## config.mk

```make
export PLATFORM = sky130hd
export DESIGN_NAME = rmsi_interlock
export DESIGN_NICKNAME = d
export VERILOG_FILES = /design/src/hw/rmsi_pkg.sv /design/src/hw/rmsi_filter.sv /design/src/hw/rmsi_interlock.sv
export SDC_FILE = /design/constraint.sdc
export NUM_CORES = 1
export LEC_CHECK = 0
export BUFFER_PORTS_ARGS = -buffer_cell sky130_fd_sc_hd__buf_4
export CAP_MARGIN = 20
export CORE_MARGIN = 2
export CORE_UTILIZATION = 44
export CTS_BUF_LIST = sky130_fd_sc_hd__clkbuf_4 sky130_fd_sc_hd__clkbuf_8
export CTS_CLUSTER_DIAMETER = 100
export DETAILED_ROUTE_END_ITERATION = 16
export PLACE_DENSITY = 0.66
export SLEW_MARGIN = 20
export SYNTH_ARGS = -nofsm -noshare
export SYNTH_HDL_FRONTEND = slang
export SYNTH_SLANG_ARGS = --single-unit
```

## constraint.sdc

```tcl
create_clock -name i_clk_sys -period 6.1 [get_ports i_clk_sys]
set_input_delay 0.915 -clock i_clk_sys [delete_from_list [all_inputs] [get_ports i_clk_sys]]
set_output_delay 0.915 -clock i_clk_sys [all_outputs]
set_load 0.01 [all_outputs]
```

## src/hw/rmsi_pkg.sv

```systemverilog
// Shared constants and types for the robot mode and stop interlock
package rmsi_pkg;

  // System clock rate
  localparam int CLK_FREQ_MHZ = 10;
  // Debounce settle time of each contact input, in microseconds
  localparam int FILT_TIME_US = 1000;
  // Debounce settle time in clock cycles
  localparam int FILT_CYC_DEF = FILT_TIME_US * CLK_FREQ_MHZ;
  // Width of the debounce counter
  localparam int FILT_CW = 16;

  // Contact input count and positions in the filtered vector
  localparam int NIN = 5;
  localparam int IN_PERMIT = 0;
  localparam int IN_HHALT = 1;
  localparam int IN_STEP = 2;
  localparam int IN_INST = 3;
  localparam int IN_SKIP = 4;

  // Register port widths
  localparam int AW = 4;
  localparam int DW = 32;

  // Register offsets
  localparam logic [3:0] ADDR_CTRL = 4'h0;
  localparam logic [3:0] ADDR_CMD = 4'h1;
  localparam logic [3:0] ADDR_STATUS = 4'h2;
  localparam logic [3:0] ADDR_ERROR = 4'h3;
  localparam logic [3:0] ADDR_STEP = 4'h4;

  // Command register bit positions (write-only pulses)
  localparam int CMD_MOTOR_ON = 0;
  localparam int CMD_MOTOR_OFF = 1;
  localparam int CMD_START = 2;
  localparam int CMD_MANUAL = 3;
  localparam int CMD_ERR_CLR = 4;

  // Status register field positions
  localparam int ST_MODE_LSB = 0;
  localparam int ST_MOTOR = 4;
  localparam int ST_RUN = 5;
  localparam int ST_DECEL = 6;
  localparam int ST_STOP_PEND = 7;
  localparam int ST_IN_LSB = 8;
  // Error register valid bit position
  localparam int ER_VALID = 16;

  // Local mode selector codes
  localparam logic [1:0] SEL_MANUAL = 2'h0;
  localparam logic [1:0] SEL_TEACH = 2'h1;
  localparam logic [1:0] SEL_INT = 2'h2;
  localparam logic [1:0] SEL_EXT = 2'h3;
  localparam logic [1:0] SEL_RST = SEL_MANUAL;

  // Reported error codes
  localparam logic [15:0] ERR_HALT = 16'h2008;
  localparam logic [15:0] ERR_FALLBACK = 16'h21fc;
  localparam logic [15:0] ERR_SEL_AUTO = 16'h21f3;
  localparam logic [15:0] ERR_RESTRICT = 16'h21fd;
  localparam logic [15:0] ERR_MAN_SHORT = 16'h21f2;
  localparam logic [15:0] ERR_NONE = 16'h0000;

  // Operating mode
  typedef enum logic [3:0] {
    MODE_MANUAL   = 4'h1,
    MODE_TEACH    = 4'h2,
    MODE_INT_AUTO = 4'h4,
    MODE_EXT_AUTO = 4'h8
  } rmsi_mode_e;

  // Program execution state
  typedef enum logic [2:0] {
    RUN_IDLE  = 3'h1,
    RUN_EXEC  = 3'h2,
    RUN_DECEL = 3'h4
  } rmsi_run_e;

endpackage

```

## src/hw/rmsi_filter.sv

```systemverilog
// Contact input synchroniser and debounce filter
`timescale 1ns/1ps
`default_nettype none
module rmsi_filter #(
  parameter int unsigned FILT_CYC = rmsi_pkg::FILT_CYC_DEF
) (
  input  wire logic i_clk_sys,
  input  wire logic i_rst,
  input  wire logic i_raw,
  output logic      o_level
);
  localparam int CW = rmsi_pkg::FILT_CW;
  // Last count before the new level is accepted
  localparam logic [CW-1:0] CNT_LAST = CW'(FILT_CYC - 1);

  logic          meta_reg;  // First synchroniser stage
  logic          sync_reg;  // Second synchroniser stage
  logic [CW-1:0] cnt_reg;   // Cycles the new level has held
  logic [CW-1:0] cnt_next;  // Next counter value
  logic          lvl_reg;   // Accepted level
  logic          stable;    // Input agrees with accepted level
  logic          settled;   // New level held long enough

  assign stable = (sync_reg == lvl_reg);
  assign settled = (cnt_reg == CNT_LAST);
  assign cnt_next = (stable || settled) ? '0 : cnt_reg + 1'b1;
  assign o_level = lvl_reg;

  // Two-stage synchroniser; only the second stage is looked at
  always_ff @(posedge i_clk_sys or posedge i_rst) begin
    if (i_rst) begin
      meta_reg <= 1'b0;
      sync_reg <= 1'b0;
    end else begin
      meta_reg <= i_raw;
      sync_reg <= meta_reg;
    end
  end

  // Accept a new level only after it held for the full settle time
  always_ff @(posedge i_clk_sys or posedge i_rst) begin
    if (i_rst) begin
      cnt_reg <= '0;
      lvl_reg <= 1'b0;
    end else begin
      cnt_reg <= cnt_next;
      if (!stable && settled) begin
        lvl_reg <= sync_reg;
      end
    end
  end
endmodule
`default_nettype wire

```

## src/hw/rmsi_interlock.sv

```systemverilog
// Robot mode selection and stop interlock with its register port
//
// Summary of operation
// E-stop contact opens on any button
// Permit shorted allows automatic mode
// Permit open allows manual or teach only
// Permit lost in auto: manual, error 21FC
// Manual attempt with permit shorted: 21F2
// Auto selected, permit open: 21F3 held
// 21FD/21FC only toward restricted state
// Permit lost in external: drop external output
// Permit shorted blocks manual programs
// Pendantless: auto valid, external and start blocked; start is still accepted without a pendant while permit is shorted
// Hard halt open stops, blocks motor
// Hard halt open refuses all, error 2008
// Hard halt removes motor in any mode
// Running: decelerate, cut motor, go internal
// After halt program restarts at step zero
// Hard halt equals local stop button
// Hard halt has top priority
// Step-halt input step-stops all tasks
// Instant-halt stops programs immediately
// Skip aborts step, starts next step
// Step-halt: stop after step, keep mode
// Far side holds instant-halt 50 ms
// In-operation high while program executes
// Contact inputs synchronised and filtered
`timescale 1ns/1ps
`default_nettype none
module rmsi_interlock #(
  parameter int unsigned FILT_CYC = rmsi_pkg::FILT_CYC_DEF
) (
  input  wire logic        i_clk_sys,
  input  wire logic        i_rst,
  input  wire logic        i_auto_permit,
  input  wire logic        i_hard_halt,
  input  wire logic        i_step_halt,
  input  wire logic        i_instant_halt,
  input  wire logic        i_skip,
  input  wire logic [2:0]  i_estop_btn,
  input  wire logic        i_stop_btn,
  input  wire logic        i_pendant_present,
  input  wire logic        i_step_done,
  input  wire logic        i_at_rest,
  input  wire logic [3:0]  i_addr,
  input  wire logic [31:0] i_wdata,
  input  wire logic        i_wr,
  input  wire logic        i_rd,
  output logic [31:0]      o_rdata,
  output logic             o_estop_closed,
  output logic             o_motor_pwr,
  output logic             o_in_operation,
  output logic             o_ext_mode,
  output logic             o_decel_req,
  output logic             o_step_abort,
  output logic             o_err_valid,
  output logic [15:0]      o_err_code
);

  // True for either automatic mode
  function automatic logic mode_auto(input rmsi_pkg::rmsi_mode_e m);
    return (m == rmsi_pkg::MODE_INT_AUTO) || (m == rmsi_pkg::MODE_EXT_AUTO);
  endfunction

  // Mode that a selector code asks for
  function automatic rmsi_pkg::rmsi_mode_e sel_mode(input logic [1:0] s);
    rmsi_pkg::rmsi_mode_e m;
    m = rmsi_pkg::MODE_MANUAL;
    case (s)
      rmsi_pkg::SEL_TEACH: m = rmsi_pkg::MODE_TEACH;
      rmsi_pkg::SEL_INT:   m = rmsi_pkg::MODE_INT_AUTO;
      rmsi_pkg::SEL_EXT:   m = rmsi_pkg::MODE_EXT_AUTO;
      default:             m = rmsi_pkg::MODE_MANUAL;
    endcase
    return m;
  endfunction

  logic [rmsi_pkg::NIN-1:0] raw_in;      // Contact inputs, 1 = shorted
  logic [rmsi_pkg::NIN-1:0] filt;        // Filtered contact levels
  logic [rmsi_pkg::NIN-1:0] filt_d_reg;  // Filtered levels one cycle back
  logic [1:0]               sel_reg;     // Local mode selector
  rmsi_pkg::rmsi_mode_e     mode_reg;    // Current operating mode
  rmsi_pkg::rmsi_mode_e     mode_next;
  rmsi_pkg::rmsi_run_e      run_reg;     // Program execution state
  rmsi_pkg::rmsi_run_e      run_next;
  logic                     motor_reg;   // Motor power
  logic                     motor_next;
  logic                     pend_reg;    // Step stop pending
  logic                     restart_reg; // Next start begins at step zero
  logic [7:0]               step_reg;    // Current program step
  logic [7:0]               step_next;
  logic                     err_v_reg;   // Error present
  logic [15:0]              err_c_reg;   // Error code shown

  logic permit;         // Auto-permit shorted
  logic permit_fall;    // Auto-permit just opened
  logic permit_rise;    // Auto-permit just shorted
  logic hh_open;        // Hard halt or local stop active
  logic step_fall;      // Step-halt just opened
  logic inst_fall;      // Instant-halt just opened
  logic skip_rise;      // Skip just shorted
  logic pendantless;    // No pendant attached
  logic int_ok;         // Internal auto selectable
  logic ext_ok;         // External auto selectable
  logic sel_blocked;    // Selector points at an unselectable mode
  logic in_exec;        // Program executing
  logic wr_ctrl;        // Write to selector register
  logic wr_cmd;         // Write to command register
  logic cmd_motor_on;   // Motor on request
  logic cmd_motor_off;  // Motor off request
  logic cmd_start;      // Program start request
  logic cmd_manual;     // Manual or teach-check run request
  logic cmd_clr;        // Error clear request
  logic start_auto_ok;  // Automatic start accepted
  logic start_man_ok;   // Manual run accepted
  logic err_halt;       // Refused while hard halt open
  logic err_fallback;   // Permit lost in auto
  logic err_restrict;   // Permit shorted in manual or teach
  logic err_man;        // Manual attempt with permit shorted
  logic err_any;        // Any error raised this cycle
  logic [15:0] err_set; // Highest priority code raised
  logic [31:0] rd_mux;  // Read data selected by address

  // sync and filter
  assign raw_in = {i_skip, i_instant_halt, i_step_halt, i_hard_halt, i_auto_permit};
  genvar gi;
  generate
    for (gi = 0; gi < rmsi_pkg::NIN; gi = gi + 1) begin : g_filt
      rmsi_filter #(
        .FILT_CYC (FILT_CYC)
      ) u_filt (
        .i_clk_sys (i_clk_sys),
        .i_rst     (i_rst),
        .i_raw     (raw_in[gi]),
        .o_level   (filt[gi])
      );
    end
  endgenerate

  // Edges of the filtered contacts
  assign permit = filt[rmsi_pkg::IN_PERMIT];
  assign permit_fall = filt_d_reg[rmsi_pkg::IN_PERMIT] && !permit;
  assign permit_rise = !filt_d_reg[rmsi_pkg::IN_PERMIT] && permit;
  assign step_fall = filt_d_reg[rmsi_pkg::IN_STEP] && !filt[rmsi_pkg::IN_STEP];
  assign inst_fall = filt_d_reg[rmsi_pkg::IN_INST] && !filt[rmsi_pkg::IN_INST];
  assign skip_rise = !filt_d_reg[rmsi_pkg::IN_SKIP] && filt[rmsi_pkg::IN_SKIP];
  // local stop button merged
  assign hh_open = !filt[rmsi_pkg::IN_HHALT] || i_stop_btn;
  assign in_exec = (run_reg == rmsi_pkg::RUN_EXEC);

  // Register port decode
  assign wr_ctrl = i_wr && (i_addr == rmsi_pkg::ADDR_CTRL);
  assign wr_cmd = i_wr && (i_addr == rmsi_pkg::ADDR_CMD);
  assign cmd_motor_on = wr_cmd && i_wdata[rmsi_pkg::CMD_MOTOR_ON];
  assign cmd_motor_off = wr_cmd && i_wdata[rmsi_pkg::CMD_MOTOR_OFF];
  assign cmd_start = wr_cmd && i_wdata[rmsi_pkg::CMD_START];
  assign cmd_manual = wr_cmd && i_wdata[rmsi_pkg::CMD_MANUAL];
  assign cmd_clr = wr_cmd && i_wdata[rmsi_pkg::CMD_ERR_CLR];

  // selectable modes
  assign pendantless = !i_pendant_present;
  // pendantless keeps internal auto
  assign int_ok = permit || pendantless;
  assign ext_ok = permit && i_pendant_present;
  assign sel_blocked = ((sel_reg == rmsi_pkg::SEL_INT) && !int_ok)
                    || ((sel_reg == rmsi_pkg::SEL_EXT) && !ext_ok);

  // automatic start needs permit
  assign start_auto_ok = cmd_start && mode_auto(mode_reg) && permit && motor_reg
                      && !hh_open && filt[rmsi_pkg::IN_STEP] && filt[rmsi_pkg::IN_INST];
  // manual run blocked with permit shorted
  assign start_man_ok = cmd_manual && !mode_auto(mode_reg) && !permit && motor_reg
                     && !hh_open;

  // refusal while halted
  assign err_halt = hh_open && (cmd_motor_on || cmd_start || cmd_manual);
  // errors only toward restricted
  assign err_fallback = permit_fall && mode_auto(mode_reg) && !pendantless;
  assign err_restrict = permit_rise && !mode_auto(mode_reg);
  // manual attempt with permit shorted
  assign err_man = cmd_manual && permit && !mode_auto(mode_reg);
  assign err_any = err_halt || err_fallback || sel_blocked || err_restrict || err_man;
  // halt code ranks first
  assign err_set = err_halt     ? rmsi_pkg::ERR_HALT
                 : err_fallback ? rmsi_pkg::ERR_FALLBACK
                 : sel_blocked  ? rmsi_pkg::ERR_SEL_AUTO
                 : err_restrict ? rmsi_pkg::ERR_RESTRICT
                 : err_man      ? rmsi_pkg::ERR_MAN_SHORT
                 : rmsi_pkg::ERR_NONE;

  // Mode selection; the selector is followed only while no program runs
  always_comb begin
    mode_next = mode_reg;
    if (run_reg == rmsi_pkg::RUN_DECEL && i_at_rest
        && mode_reg == rmsi_pkg::MODE_EXT_AUTO) begin
      // switch to internal after stop
      mode_next = rmsi_pkg::MODE_INT_AUTO;
    end else if (permit_fall && mode_auto(mode_reg)) begin
      // fall back on permit loss
      if (!pendantless) begin
        mode_next = rmsi_pkg::MODE_MANUAL;
      end else begin
        mode_next = rmsi_pkg::MODE_INT_AUTO;
      end
    end else if (run_reg == rmsi_pkg::RUN_IDLE && !sel_blocked) begin
      // follow selector when allowed
      mode_next = sel_mode(sel_reg);
    end
  end

  // Program execution state
  always_comb begin
    run_next = run_reg;
    case (run_reg)
      rmsi_pkg::RUN_IDLE: begin
        if (start_auto_ok || start_man_ok) begin
          run_next = rmsi_pkg::RUN_EXEC;
        end
      end
      rmsi_pkg::RUN_EXEC: begin
        if (hh_open) begin
          // hard halt decelerates first
          run_next = rmsi_pkg::RUN_DECEL;
        end else if (inst_fall) begin
          // immediate stop
          run_next = rmsi_pkg::RUN_IDLE;
        end else if (permit_fall && mode_auto(mode_reg) && !pendantless) begin
          run_next = rmsi_pkg::RUN_IDLE;
        end else if (i_step_done && (pend_reg || step_fall)) begin
          // stop at end of step
          run_next = rmsi_pkg::RUN_IDLE;
        end
      end
      rmsi_pkg::RUN_DECEL: begin
        if (i_at_rest) begin
          run_next = rmsi_pkg::RUN_IDLE;
        end
      end
      default: run_next = rmsi_pkg::RUN_IDLE;
    endcase
  end

  // Motor power
  always_comb begin
    motor_next = motor_reg;
    if (hh_open) begin
      // cut power unless executing or still decelerating
      if (!in_exec && !(run_reg == rmsi_pkg::RUN_DECEL && !i_at_rest)) begin
        motor_next = 1'b0;
      end
    end else if (cmd_motor_off) begin
      motor_next = 1'b0;
    end else if (cmd_motor_on) begin
      motor_next = 1'b1;
    end
  end

  // Step position
  always_comb begin
    step_next = step_reg;
    if (run_reg == rmsi_pkg::RUN_IDLE && run_next == rmsi_pkg::RUN_EXEC
        && restart_reg) begin
      // restart at first step
      step_next = 8'h00;
    end else if (in_exec && (i_step_done || skip_rise)) begin
      // skip moves to next step
      step_next = step_reg + 8'h01;
    end
  end

  // Read data selection
  assign rd_mux = (i_addr == rmsi_pkg::ADDR_CTRL) ? {30'h0, sel_reg}
                : (i_addr == rmsi_pkg::ADDR_STATUS) ?
                  {19'h0, filt, pend_reg, (run_reg == rmsi_pkg::RUN_DECEL),
                   in_exec, motor_reg, mode_reg}
                : (i_addr == rmsi_pkg::ADDR_ERROR) ? {15'h0, err_v_reg, err_c_reg}
                : (i_addr == rmsi_pkg::ADDR_STEP) ? {24'h0, step_reg}
                : 32'h0;

  // Selector, mode, run and motor state
  always_ff @(posedge i_clk_sys or posedge i_rst) begin
    if (i_rst) begin
      filt_d_reg <= '0;
      sel_reg <= rmsi_pkg::SEL_RST;
      mode_reg <= rmsi_pkg::MODE_MANUAL;
      run_reg <= rmsi_pkg::RUN_IDLE;
      motor_reg <= 1'b0;
      step_reg <= 8'h00;
    end else begin
      filt_d_reg <= filt;
      if (wr_ctrl) begin
        sel_reg <= i_wdata[1:0];
      end
      mode_reg <= mode_next;
      run_reg <= run_next;
      motor_reg <= motor_next;
      step_reg <= step_next;
    end
  end

  // Stop pending and restart flags
  always_ff @(posedge i_clk_sys or posedge i_rst) begin
    if (i_rst) begin
      pend_reg <= 1'b0;
      restart_reg <= 1'b0;
    end else begin
      // step-halt arms a stop of all tasks
      pend_reg <= (run_next == rmsi_pkg::RUN_EXEC) && (pend_reg || step_fall);
      // a hard halt forgets the position
      restart_reg <= hh_open || (restart_reg && !(run_next == rmsi_pkg::RUN_EXEC));
    end
  end

  // Error register; a new error wins over a clear
  always_ff @(posedge i_clk_sys or posedge i_rst) begin
    if (i_rst) begin
      err_v_reg <= 1'b0;
      err_c_reg <= rmsi_pkg::ERR_NONE;
    end else if (err_any) begin
      // blocked selector re-raises every cycle
      err_v_reg <= 1'b1;
      err_c_reg <= err_set;
    end else if (cmd_clr) begin
      err_v_reg <= 1'b0;
      err_c_reg <= rmsi_pkg::ERR_NONE;
    end
  end

  // Output flops
  always_ff @(posedge i_clk_sys or posedge i_rst) begin
    if (i_rst) begin
      o_rdata <= 32'h0;
      o_estop_closed <= 1'b0;
      o_motor_pwr <= 1'b0;
      o_in_operation <= 1'b0;
      o_ext_mode <= 1'b0;
      o_decel_req <= 1'b0;
      o_step_abort <= 1'b0;
      o_err_valid <= 1'b0;
      o_err_code <= rmsi_pkg::ERR_NONE;
    end else begin
      o_rdata <= i_rd ? rd_mux : 32'h0;
      // contact opens on any button
      o_estop_closed <= ~|i_estop_btn;
      o_motor_pwr <= motor_next;
      // in operation while executing
      o_in_operation <= (run_next == rmsi_pkg::RUN_EXEC);
      // external output follows mode
      o_ext_mode <= (mode_next == rmsi_pkg::MODE_EXT_AUTO);
      o_decel_req <= (run_next == rmsi_pkg::RUN_DECEL);
      // abort pulse on skip
      o_step_abort <= in_exec && skip_rise && !hh_open;
      o_err_valid <= err_any || (err_v_reg && !cmd_clr);
      o_err_code <= err_any ? err_set : (cmd_clr ? rmsi_pkg::ERR_NONE : err_c_reg);
    end
  end
endmodule
`default_nettype wire

```

==> implementation parameters <==
Parameter                              Value

Yosys
  Most used flip-flop cell after synthesis    dfrtp_1
  Top-count cell post-synth    dfrtp_1
  Register bit total from synthesis    147
  Dominant cells by area after synthesis    dfrtp_1, nor2_1, xor2_1
  Mean instance size in the synthesized netlist    10.23 um2
  Sequential area share after synthesis    53.25%
  Number of enable flip-flop cells after synthesis    0
  Commonest cells in the synthesized netlist    dfrtp_1, nor2_1, nand2_1, xor2_1, xnor2_1
  Fraction of post-synthesis cell area in the top cell type by area    52.49%
  Number of instances in the synthesized netlist    676
  YS warnings    0
  Async S/R FF share, synth    100.0%
  Unique cell type count in the Yosys netlist    65
  Area leader, netlist    dfrtp_1
  Mapped cell area    6913 um2

Layout
  Max reg flops    80
  Signed area change from the synthesized netlist to the final layout    12.29%
  Fraction of layout instances using a drive strength above 1    15.82%
  Number of antenna cells inserted    0
  Final #Nets    791
  Fill cell total of the finished layout    1,367

Setup path
  Critical path startpoint category    input port
  Crit Path Max Fanout    9
  Launching point of the worst reg2reg path    g_filt[0].u_filt.o_level
  Depth of the worst register-to-register path    5
  Required time of the worst setup path    6.43 ns
  Cells traversed along the worst timing path    buf_4 > or3b_4 > nor3b_4 > o211ai_4 > nor2_4 > nor2_1
  End of the worst register-to-register path    o_ext_mode
  Setup crit end kind    register
  Flop2flop setup slack    4.07 ns
  Startpoint-to-endpoint class of the critical path    input port to register
  Worst-path cell with the longest stage delay    or3b_4
  Critical path data arrival time    2.38 ns
  Largest stage delay on the critical path    0.42 ns

Timing
  Post-route minimum period    2.050 ns
  Actual transition at the worst max-transition pin    0.9892 ns
  Unrepaired setup endpoints after global routing    false
  Share of the clock period used by the worst path    33.61%
  Max_slew headroom    33.12%
  Clock Skew    0.01063 ns
  Number of pins exceeding their max-slew limit in the final report    0
  Number of failing setup endpoints in the final timing report    0
  Final hold violation count    0
  Setup Total Neg Slack    0 ns
  Max Clk Rate    487.8 MHz
  Setup slack of the critical path after layout    4.050 ns

Drt
  Ratio of routed vias to standard cells    5.083
  Drt first-iter violations    404
  Final routed wire length divided by cell count    14.27 um
  Post-DRT Antenna Nets    0
  First drt pass iteration count    4
  Total via count after detailed routing    4,864
  Final WL    13,660 um
  DRC violations left    0

Power
  Seq pwr share    55.5%
  Internal power consumption    0.001403 W
  Logic pwr share    8.3%
  Leakage Power    3.547 nW
  Peak VDD IR    0.0001418 V
  Power Density    241.5 nW/um2
  Sw Share    25.17%
  Clock power share    36.2%
  Power spent charging and discharging nets    0.0004717 W

Clock tree
  CTS tree    done
  Clock latency reported for the late side of the worst-skew pair    0.45 ns
  Root buf cell    clkbuf_8
  Quantity of gates resized following cts    0
  Number of hold buffers added after CTS    0
  Clock slew at reported path FFs    0.07 ns
  Clock net sink count    147
  CTS Buf Count    17
  CTS Buffer Depth    2
  CTS H-tree depth    4
  Post-CTS setup-driven buffer insertion count    0

Job
  Count of maximum capacitance violations    0

Global route
  Gr usage total    17.54%
  Via count of the first global-routing pass    4,770
  Maximum number of pins on one net before global-route repair    82
  Aggregate global routing overflow    0
  Initial antenna violation count    0
  Global-route wire length before repair    23,090 um

Hold path
  Startpoint of the lowest-slack hold path    g_filt[4].u_filt.meta_reg
  Worst min-delay path category    register to register
  Hold worst-path end    g_filt[4].u_filt.sync_reg
  Depth of the worst hold-timing path    0

Placed design
  Post-detailed-placement half-perimeter wirelength    9734 um
  Buffers added on ports    56
  Setup Slack @ Placement    3.575 ns
  Placer congestion estimate    0.8536

Status
  Run status    finished clean

Floorplan
  # rows    45
  Core area    15,260 um2
  I/O pins    107
  Die area    16,730 um2
  Initial core utilization    45.31%
  Die width    129.3 um
  Die Span Y    129.3 um
## power groups by stage
stage	Clock, W	Combinational (W)	Sequential [W]
3_3_place_gp	0	0.000151	0.00106
4_1_cts	0.000700	0.000157	0.00104
2_1_floorplan	0	0.000112	0.00105
3_5_place_dp	0	0.000156	0.00106
5_1_grt	0.000744	0.000174	0.00104
6_report	0.000679	0.000155	0.00104
## area by class of cell
cell class | count | area [um2] | area share [%]
multi-input cells | 491 | 2964 | 38.19
repair buffers | 57 | 427.9 | 5.513
well taps | 211 | 264.0 | 3.401
clock buffers | 27 | 321.6 | 4.142
clock inverters | 5 | 27.53 | 0.3546
flip-flops and latches | 147 | 3681 | 47.42
inverters | 19 | 76.32 | 0.9832
## worst max-delay path: cells and delay by family
kind            cells  cell delay [ns]
simple gates        4             1.12
compound gates      1             0.20
buf+inv             1             0.15
## how the worst max path moves through the flow
| stage | start | endpoint | slack [ns] | cells after the start |
|---|---|---|---|---|
| 3_3_place_gp | i_addr[2] | o_err_code[3] | 3.62 | 5 |
| 6_report | i_addr[2] | step_reg[0] | 4.05 | 6 |
| 2_1_floorplan | i_rst | err_v_reg | 1.24 | 1 |
| 3_5_place_dp | i_addr[2] | step_reg[5] | 3.57 | 6 |
| 5_1_grt | g_filt[0].u_filt.o_level | o_ext_mode | 3.88 | 5 |
| 4_1_cts | g_filt[0].u_filt.o_level | o_ext_mode | 4.03 | 5 |
## logic make-up after synthesis
logic type / Yosys count / share of synthesized area (%)
flops: 147 / 53.25
fa+ha+maj: 6 / 1.086
compound gates: 51 / 5.376
xor+xnor: 83 / 10.52
simple gates: 318 / 23.04
mux: 10 / 1.611
other cells: 1 / 0.05425
buf+inv: 60 / 5.068
## through the flow
step	std cells	instance area [um2]	utilization (%)	total power, W	hold WS (ns)
after detailed placement	925	7413	48.59	0.001215	0.3355
after global placement	925	7413	48.59	0.001207	0.3398
after floorplan	698	6995	-	0.001163	0.3312
final	957	7762	50.87	0.001874	0.3507
after global routing	957	7762	50.87	0.001963	0.3589
after CTS	957	7762	50.87	0.001896	0.3528
## metal layers
metal  vias up  wire (um)  GRT usage (%)
met2       125       6255          27.00
met1      2355       6489          23.61
met5         -          0              0
met3        24        653          4.996
met4         0        259          6.841
li1       2360          -              -
## layout by cell type, fill, tap and decap left out, drive strengths merged, types with 17 or more instances in the layout
cell    count
and3       17
buf        57
clkbuf     27
conb       23
dfrtp     145
inv        19
nand2      51
nand3      34
nand4      19
nor2      120
nor3       18
xnor2      36
xor2       47
Note: power is estimated with default switching activity, not from simulation.
